## src/mec_pkg.sv

```systemverilog
// Constants, types and frame layout for the motor and encoder config parser.
// Assumes one clock domain and a byte stream already framed by the link.
// Overview of operation
// - Motor-settings body stored whole in settings memory
// - Identity code, 70-byte request, 4-byte code echo
// - Identity kept nonvolatile, maker-unlock only
// - Encoder-settings code, 54-byte request, code echo
// - Flag 0x1 differential, 0x4 push-pull
// - Flag 0x10 index, 0x40 revolution sensor
// - Flag 0x100 selects revolution sensor polarity
// - Encoder settings kept nonvolatile, maker-unlock only
// - Kind code, 14-byte request, code echo
// - Motor kinds 0 none, 1,2,3,5 decoded
// - Motor kind 4 fixed-duty test, maker only
// - Driver kinds 1 bridge default, 2, 3
// - Motor and driver kind updated together
package mec_pkg;
    localparam logic [31:0] CODE_MOTOR   = 32'h676E6573;
    localparam logic [31:0] CODE_IDENT   = 32'h696E6573;
    localparam logic [31:0] CODE_ENC     = 32'h736E6573;
    localparam logic [31:0] CODE_KIND    = 32'h746E6573;
    localparam int          CODE_BYTES   = 4;
    localparam int          CRC_BYTES    = 2;
    localparam int          LEN_MOTOR    = 34;
    localparam int          LEN_IDENT    = 70;
    localparam int          LEN_ENC      = 54;
    localparam int          LEN_KIND     = 14;
    localparam logic [7:0]  BODY_MOTOR   =
        8'(LEN_MOTOR - CODE_BYTES - CRC_BYTES);
    localparam logic [7:0]  BODY_IDENT   =
        8'(LEN_IDENT - CODE_BYTES - CRC_BYTES);
    localparam logic [7:0]  BODY_ENC     =
        8'(LEN_ENC - CODE_BYTES - CRC_BYTES);
    localparam logic [7:0]  BODY_KIND    =
        8'(LEN_KIND - CODE_BYTES - CRC_BYTES);
    localparam int          BODY_MAX     = 64;
    localparam int          MOTOR_BYTES  = 28;
    localparam int          IDENT_BYTES  = 40;
    localparam int          ENC_PERREV   = 16;
    localparam int          ENC_FLAGS    = 20;
    localparam int          FLAG_DIFF    = 0;
    localparam int          FLAG_PUSHPULL = 2;
    localparam int          FLAG_INDEX   = 4;
    localparam int          FLAG_REVPRES = 6;
    localparam int          FLAG_REVHIGH = 8;
    localparam logic [7:0]  MOTOR_NONE   = 8'h00;
    localparam logic [7:0]  MOTOR_TEST   = 8'h04;
    localparam logic [7:0]  MOTOR_MAX    = 8'h05;
    localparam logic [7:0]  DRIVER_BRIDGE = 8'h01;
    localparam logic [7:0]  DRIVER_MAX   = 8'h03;
    localparam logic [7:0]  REG_CTRL     = 8'h00;
    localparam logic [7:0]  REG_STATUS   = 8'h04;
    localparam logic [7:0]  REG_FLAGS    = 8'h08;
    localparam logic [7:0]  REG_PERREV   = 8'h0C;
    localparam logic [7:0]  REG_KINDS    = 8'h10;
    localparam logic [7:0]  REG_ANALOG   = 8'h20;
    localparam logic [7:0]  REG_MOTOR    = 8'h40;
    localparam logic [7:0]  REG_IDENT    = 8'h80;
    localparam logic [3:0]  MOTOR_WORDS  = 4'h7;
    localparam logic [3:0]  IDENT_WORDS  = 4'hA;
    localparam logic [1:0]  ECHO_LAST    = 2'h3;
    localparam logic [7:0]  CODE_LAST    = 8'h03;

    typedef enum logic [1:0] {ST_CODE, ST_BODY, ST_CRC, ST_ECHO} mec_state_t;
endpackage

```

## src/mec_config_cmds.sv

```systemverilog
// Byte-stream parser for motor, encoder identity, encoder and kind writes.
// Assumes rx bytes and tx ready are synchronous to ref_clk.
`timescale 1ns/100ps
module mec_config_cmds (
    input  wire logic        ref_clk,
    input  wire logic        rst_n,
    input  wire logic        rxValid,
    input  wire logic [7:0]  rxData,
    output logic             rxReady,
    output logic             txValid,
    output logic [7:0]       txData,
    input  wire logic        txReady,
    input  wire logic [7:0]  regAddr,
    input  wire logic [31:0] regWrData,
    input  wire logic        regWr,
    input  wire logic        regRd,
    output logic [31:0]      regRdData,
    input  wire logic        revSensorIn,
    output logic             revSensorActive,
    output logic             diffOutput,
    output logic             pushPullOutput,
    output logic             indexPresent,
    output logic             revSensorPresent,
    output logic [7:0]       motorKind,
    output logic [7:0]       driverKind,
    output logic             testMode
);
    typedef struct packed {
        mec_pkg::mec_state_t          st;
        logic [31:0]                  code;
        logic [7:0]                   cnt;
        logic [7:0]                   need;
        logic [15:0]                  sum;
        logic [7:0]                   crcLow;
        logic [mec_pkg::BODY_MAX-1:0][7:0]    body;
        logic [1:0]                   echoIdx;
        logic [mec_pkg::MOTOR_BYTES-1:0][7:0] motorSet;
        logic [mec_pkg::IDENT_BYTES-1:0][7:0] ident;
        logic [3:0][31:0]             analog;
        logic [31:0]                  perRev;
        logic [31:0]                  flags;
        logic [7:0]                   motorKind;
        logic [7:0]                   driverKind;
        logic                         testMode;
        logic                         unlock;
        logic [7:0]                   okCnt;
        logic [7:0]                   badCnt;
        logic                         revActive;
        logic                         rxReady;
        logic                         txValid;
        logic [7:0]                   txData;
        logic [31:0]                  rdData;
    } mec_regs_t;

    mec_regs_t q;
    mec_regs_t d;
    logic      crcLast;
    logic      crcGood;
    logic      allowed;
    logic [3:0] motorWord;
    logic [3:0] identWord;

    assign crcLast   = q.st == mec_pkg::ST_CRC && q.cnt == 8'h01
                       && rxValid && q.rxReady;
    assign crcGood   = {rxData, q.crcLow} == q.sum;
    assign motorWord = {1'b0, regAddr[4:2]};
    assign identWord = regAddr[5:2];

    always_comb begin
        case (q.code)
            mec_pkg::CODE_IDENT: allowed = q.unlock;
            mec_pkg::CODE_ENC:   allowed = q.unlock;
            mec_pkg::CODE_KIND: begin
                allowed = q.body[0] != mec_pkg::MOTOR_NONE
                          && q.body[0] <= mec_pkg::MOTOR_MAX
                          && (q.body[0] != mec_pkg::MOTOR_TEST
                              || q.unlock)
                          && q.body[1] >= mec_pkg::DRIVER_BRIDGE
                          && q.body[1] <= mec_pkg::DRIVER_MAX;
            end
            default: allowed = 1'b1;
        endcase
    end

    always_comb begin
        d = q;
        if (rxValid && q.rxReady) begin
            case (q.st)
                mec_pkg::ST_CODE: begin
                    d.code = {rxData, q.code[31:8]};
                    if (q.cnt == mec_pkg::CODE_LAST) begin
                        d.cnt = 8'h00;
                        d.sum = 16'h0000;
                        d.st  = mec_pkg::ST_BODY;
                        case (d.code)
                            mec_pkg::CODE_MOTOR:
                                d.need = mec_pkg::BODY_MOTOR;
                            mec_pkg::CODE_IDENT:
                                d.need = mec_pkg::BODY_IDENT;
                            mec_pkg::CODE_ENC:
                                d.need = mec_pkg::BODY_ENC;
                            mec_pkg::CODE_KIND:
                                d.need = mec_pkg::BODY_KIND;
                            default: begin
                                d.st  = mec_pkg::ST_CODE;
                                d.cnt = mec_pkg::CODE_LAST;
                            end
                        endcase
                    end else begin
                        d.cnt = q.cnt + 8'h01;
                    end
                end
                mec_pkg::ST_BODY: begin
                    d.body[q.cnt[5:0]] = rxData;
                    d.sum = q.sum + {8'h00, rxData};
                    d.cnt = q.cnt + 8'h01;
                    if (q.cnt == q.need - 8'h01) begin
                        d.cnt = 8'h00;
                        d.st  = mec_pkg::ST_CRC;
                    end
                end
                mec_pkg::ST_CRC: begin
                    if (q.cnt == 8'h00) begin
                        d.crcLow = rxData;
                        d.cnt    = 8'h01;
                    end else if (crcGood && allowed) begin
                        d.okCnt   = q.okCnt + 8'h01;
                        d.st      = mec_pkg::ST_ECHO;
                        d.echoIdx = 2'h0;
                        d.txValid = 1'b1;
                        d.txData  = q.code[7:0];
                        case (q.code)
                            mec_pkg::CODE_MOTOR: begin
                                d.motorSet =
                                    q.body[mec_pkg::MOTOR_BYTES-1:0];
                            end
                            mec_pkg::CODE_IDENT: begin
                                d.ident =
                                    q.body[mec_pkg::IDENT_BYTES-1:0];
                            end
                            mec_pkg::CODE_ENC: begin
                                d.analog =
                                    q.body[mec_pkg::ENC_PERREV-1:0];
                                d.perRev =
                                    q.body[mec_pkg::ENC_PERREV +: 4];
                                d.flags  =
                                    q.body[mec_pkg::ENC_FLAGS +: 4];
                            end
                            mec_pkg::CODE_KIND: begin
                                d.motorKind  = q.body[0];
                                d.driverKind = q.body[1];
                                d.testMode   =
                                    q.body[0] == mec_pkg::MOTOR_TEST;
                            end
                            default: d.st = mec_pkg::ST_CODE;
                        endcase
                    end else begin
                        d.badCnt = q.badCnt + 8'h01;
                        d.st     = mec_pkg::ST_CODE;
                        d.cnt    = 8'h00;
                    end
                end
                default: d.st = q.st;
            endcase
        end
        if (q.st == mec_pkg::ST_ECHO && q.txValid && txReady) begin
            if (q.echoIdx == mec_pkg::ECHO_LAST) begin
                d.txValid = 1'b0;
                d.st      = mec_pkg::ST_CODE;
                d.cnt     = 8'h00;
            end else begin
                d.echoIdx = q.echoIdx + 2'h1;
                d.txData  = q.code[{d.echoIdx, 3'b000} +: 8];
            end
        end
        d.rxReady = d.st != mec_pkg::ST_ECHO;
        d.revActive = q.flags[mec_pkg::FLAG_REVPRES]
                      && (revSensorIn == q.flags[mec_pkg::FLAG_REVHIGH]);
        if (regWr && regAddr == mec_pkg::REG_CTRL) begin
            d.unlock = regWrData[0];
        end
        d.rdData = 32'h0000_0000;
        if (regRd) begin
            case (regAddr)
                mec_pkg::REG_CTRL:   d.rdData = {31'h0, q.unlock};
                mec_pkg::REG_STATUS: begin
                    d.rdData = {14'h0, q.st, q.badCnt, q.okCnt};
                end
                mec_pkg::REG_FLAGS:  d.rdData = q.flags;
                mec_pkg::REG_PERREV: d.rdData = q.perRev;
                mec_pkg::REG_KINDS: begin
                    d.rdData = {16'h0, q.driverKind, q.motorKind};
                end
                mec_pkg::REG_ANALOG,
                mec_pkg::REG_ANALOG + 8'h04,
                mec_pkg::REG_ANALOG + 8'h08,
                mec_pkg::REG_ANALOG + 8'h0C: d.rdData = q.analog[regAddr[3:2]];
                default: begin
                    if (regAddr[7:5] == mec_pkg::REG_MOTOR[7:5]
                        && motorWord < mec_pkg::MOTOR_WORDS) begin
                        d.rdData = q.motorSet[{motorWord[2:0], 2'b00} +: 4];
                    end else if (regAddr[7:6] == mec_pkg::REG_IDENT[7:6]
                                 && identWord < mec_pkg::IDENT_WORDS) begin
                        d.rdData = q.ident[{identWord, 2'b00} +: 4];
                    end
                end
            endcase
        end
    end

    always_ff @(posedge ref_clk or negedge rst_n) begin
        if (!rst_n) begin
            q            <= '0;
            q.st         <= mec_pkg::ST_CODE;
            q.rxReady    <= 1'b1;
            q.driverKind <= mec_pkg::DRIVER_BRIDGE;
        end else begin
            q <= d;
        end
    end

    assign rxReady          = q.rxReady;
    assign txValid          = q.txValid;
    assign txData           = q.txData;
    assign regRdData        = q.rdData;
    assign revSensorActive  = q.revActive;
    assign diffOutput       = q.flags[mec_pkg::FLAG_DIFF];
    assign pushPullOutput   = q.flags[mec_pkg::FLAG_PUSHPULL];
    assign indexPresent     = q.flags[mec_pkg::FLAG_INDEX];
    assign revSensorPresent = q.flags[mec_pkg::FLAG_REVPRES];
    assign motorKind        = q.motorKind;
    assign driverKind       = q.driverKind;
    assign testMode         = q.testMode;
endmodule

```

## config.mk

```make
export PLATFORM = sky130hd
export DESIGN_NAME = mec_config_cmds
export DESIGN_NICKNAME = d
export VERILOG_FILES = /design/src/mec_pkg.sv /design/src/mec_config_cmds.sv
export SDC_FILE = /design/constraint.sdc
export NUM_CORES = 2
export LEC_CHECK = 0
export BUFFER_PORTS_ARGS = -buffer_cell sky130_fd_sc_hd__buf_2
export CORE_ASPECT_RATIO = 1.5
export CORE_MARGIN = 8
export CORE_UTILIZATION = 40
export CTS_CLUSTER_SIZE = 8
export DETAILED_ROUTE_END_ITERATION = 12
export REMOVE_ABC_BUFFERS = 1
export SYNTH_ARGS = -nofsm -noshare
export SYNTH_HDL_FRONTEND = slang
export SYNTH_SLANG_ARGS = --single-unit
```

## constraint.sdc

```tcl
create_clock -name ref_clk -period 3.48 [get_ports ref_clk]
set_clock_uncertainty 0.05 [all_clocks]
set_input_delay 0.348 -clock ref_clk [delete_from_list [all_inputs] [get_ports ref_clk]]
set_output_delay 0.348 -clock ref_clk [all_outputs]
set_load 0.005 [all_outputs]
```

==> impl_metrics.ini <==
[synthesis]
synth_flop_cell = dfrtp_1
synth-adder-area-share = 0.003661
synth_area_sq_um = 53320
synth_xor_area_frac = 0.008049
ys_seq_elements = 1206
yosysTopAreaCell = dfrtp_1
ys_async_sr_fraction = 1.000
synth_top_area_frac = 0.5651
synthTopCellsByArea = dfrtp_1, mux2_2, mux2_1, mux4_2, buf_4
syn_avg_cell_area_sq_um = 14.56
synth_compound_area_frac = 0.04039
synth_mux_area_frac = 0.3093
synth_top_family_by_area = multiplexers
yosysWarnings = 0
ys_types = 72
synth_edf_count = 0
ys_seq_area_frac = 0.5661
yosys.area_share.simple = 0.03987
postSynthCellCount = 3661

[sta]
post-route-min-period_ns = 3.517
timing.final.ws_setup_ns = -0.03741
setup_tns_ns = -2.469
whs_ns = 0.09919
slew_viol_final = 0
max_freq_ghz = 0.2843
grt_setup_unrepaired = true
setup_viol = 185
slew-limit-headroom = 0.3738
tightest_slew_ns = 0.9380
hold_viol = 0
finalCritPeriodShare = 1.011

[detailed_routing]
met2_wirelength_microns = 75180
wirelength_microns = 145300
met1Wirelength_microns = 58730
dr.max_layer_used = met4
drc_errors = 0
vias_per_cell = 5.637
vias = 31720
drtIter0Drc = 1997
detail-route-antenna-nets = 0
met3_length_microns = 5396
firstDrtPassIters = 7
wl_per_cell_microns = 25.83

[placed_design]
postPlaceCellArea_sq_um = 56450
dp_slack_ns = -0.2231
dp_hpwl_microns = 89810
port_buffers = 87
place.gp.congestion = 0.8073

[min_path]
holdCritStartpoint = rxData[0]
hold_path_depth = 4
min_path_type = input pin to flop
min_to = q[1335]

[power]
power_mw = 30.48
vdd_drop_max_uv = 576.4
power-per-cell-area_nw_per_um2 = 490.8
power_leakage_nw = 30.46

[grt]
grt_overflow_total = 0
grt_util_all_layers = 0.1946
antenna_found_initial = 5
grt_max_degree = 140
grt_pass1_wl_microns = 217300
grt_pass1_vias = 34030

[floorplan]
core-area_sq_um = 132800
start_util = 0.4016
ioPinCount = 119
dieArea_sq_um = 145500
die_w_microns = 314.1
die_h_microns = 463.1
num_rows = 164

[status]
status = finished, violations left
violations = negative setup slack

[clock_network]
clk_latency_ns = 0.79
cts.sinks = 1206
cts_buffer_depth = 3
cts_root_buf = clkbuf_16
cts_tree = yes
clk_pin_slew_ns = 0.05
cts.htree.levels = 4
numCtsBuffers = 168

[critical_path]
crit_buf_inv = 3
worst-path-max-fanout = 21
path_class = flop to flop
crit_path_top_delay_cell = nor4_1
reg2reg_slack_ns = -0.04
reg2reg_from = q[1387]
worst_setup_path_start_kind = flop
r2r_cells = 10
cp_top_family = simple AND/OR/NAND/NOR gates
crit_required_ns = 4.08
r2r_end = q[443]
cp_cell_sequence = or3b_1 -> nor4_1 -> nand3_1 -> a41oi_2 -> nand3_2 -> nor4_4 -> buf_6 -> buf_16 -> clkbuf_16 -> mux2_1
slowest_delay_ns = 0.53
end_kind = flop
arrival_ns = 4.12

[layout]
fin_nets = 3920
drive_above_1_share = 0.3943
area_growth_pct = 16.48
layout_commonest_cell = dfrtp_1
fillers = 11570
final_cell_area_sq_um = 62110
final_cell_mix = dfrtp_1, mux2_2, mux2_1

[job]
drv_cap = 0
-- Yosys cell counts, drive strengths merged (36+ instances only) --
library cell and number:
mux4 136, mux2 1155, dfrtp 1204, o21ai 56
nand2 83, and3 36, clkbuf 146, a21oi 72
nor2 150, o211ai 36, a22oi 47, buf 155
mux2i 42
-- how the worst max path moves through the flow --
stage / start / end / depth (start not counted)
after detailed placement: flop / q[169] / 10
after CTS: flop / q[277] / 11
final: q[1387] / q[443] / 10
after global placement: flop / q[233] / 10
after global routing: flop / q[487] / 11
after floorplan: flop / diffOutput / 7
-- layer usage --
layer / global-route usage / up-vias
met5: 0 / -
met3: 0.02889 / 285
met1: 0.2358 / 17010
li1: - / 13710
met4: 0.08067 / 0
met2: 0.3438 / 712
-- worst min-delay path, stage by stage --
cell and delay [ns]:
buf_2 0.19, ha_1 0.16, nand2_1 0.04, o21ai_0 0.15
-- cells by family after synthesis --
kind of cell	after synthesis
buffers and inverters	319
multiplexers	1333
adder cells (fa/ha/maj)	15
XOR/XNOR	49
AND/OR/NAND/NOR	421
AO/OA/AOI/OAI	318
flip-flops	1206
-- per-stage QoR --
| step | util | instances |
|---|---|---|
| 2_1_floorplan | - | 3360 |
| 3_3_place_gp | 0.4252 | 5383 |
| 3_5_place_dp | 0.4252 | 5383 |
| 4_1_cts | 0.4611 | 5600 |
| 5_1_grt | 0.4678 | 5624 |
| 6_report | 0.4678 | 5626 |
-- final cells by class --
type / count / area, sq um / area share
clock inverters: 13 / 198.9 / 0.003203
repair buffers: 320 / 3364 / 0.05417
diodes: 3 / 7.507 / 0.0001209
well taps: 1743 / 2181 / 0.03511
multi-input cells: 2136 / 21780 / 0.3506
flip-flops and latches: 1206 / 30180 / 0.4860
inverters: 18 / 67.56 / 0.001088
clock buffers: 187 / 4328 / 0.06969
-- power by group --
group | internal, mW | total [mW] | switching (mW)
Combinational | 0.473 | 1.56 | 1.08
Sequential | 14.2 | 14.3 | 0.162
Clock | 8.68 | 14.6 | 5.92
-- repair_timing --
action / CTS / global route
hold buffers: 8 / 0
setup buffers: 7 / 8
hold endpoints to repair: 970 / 0
setup endpoints to repair: 508 / 466
gates resized for setup: 8 / 90
cloned: 2 / 18
pin swaps: 4 / 1
No activity file was read; power rests on OpenSTA's default activity.
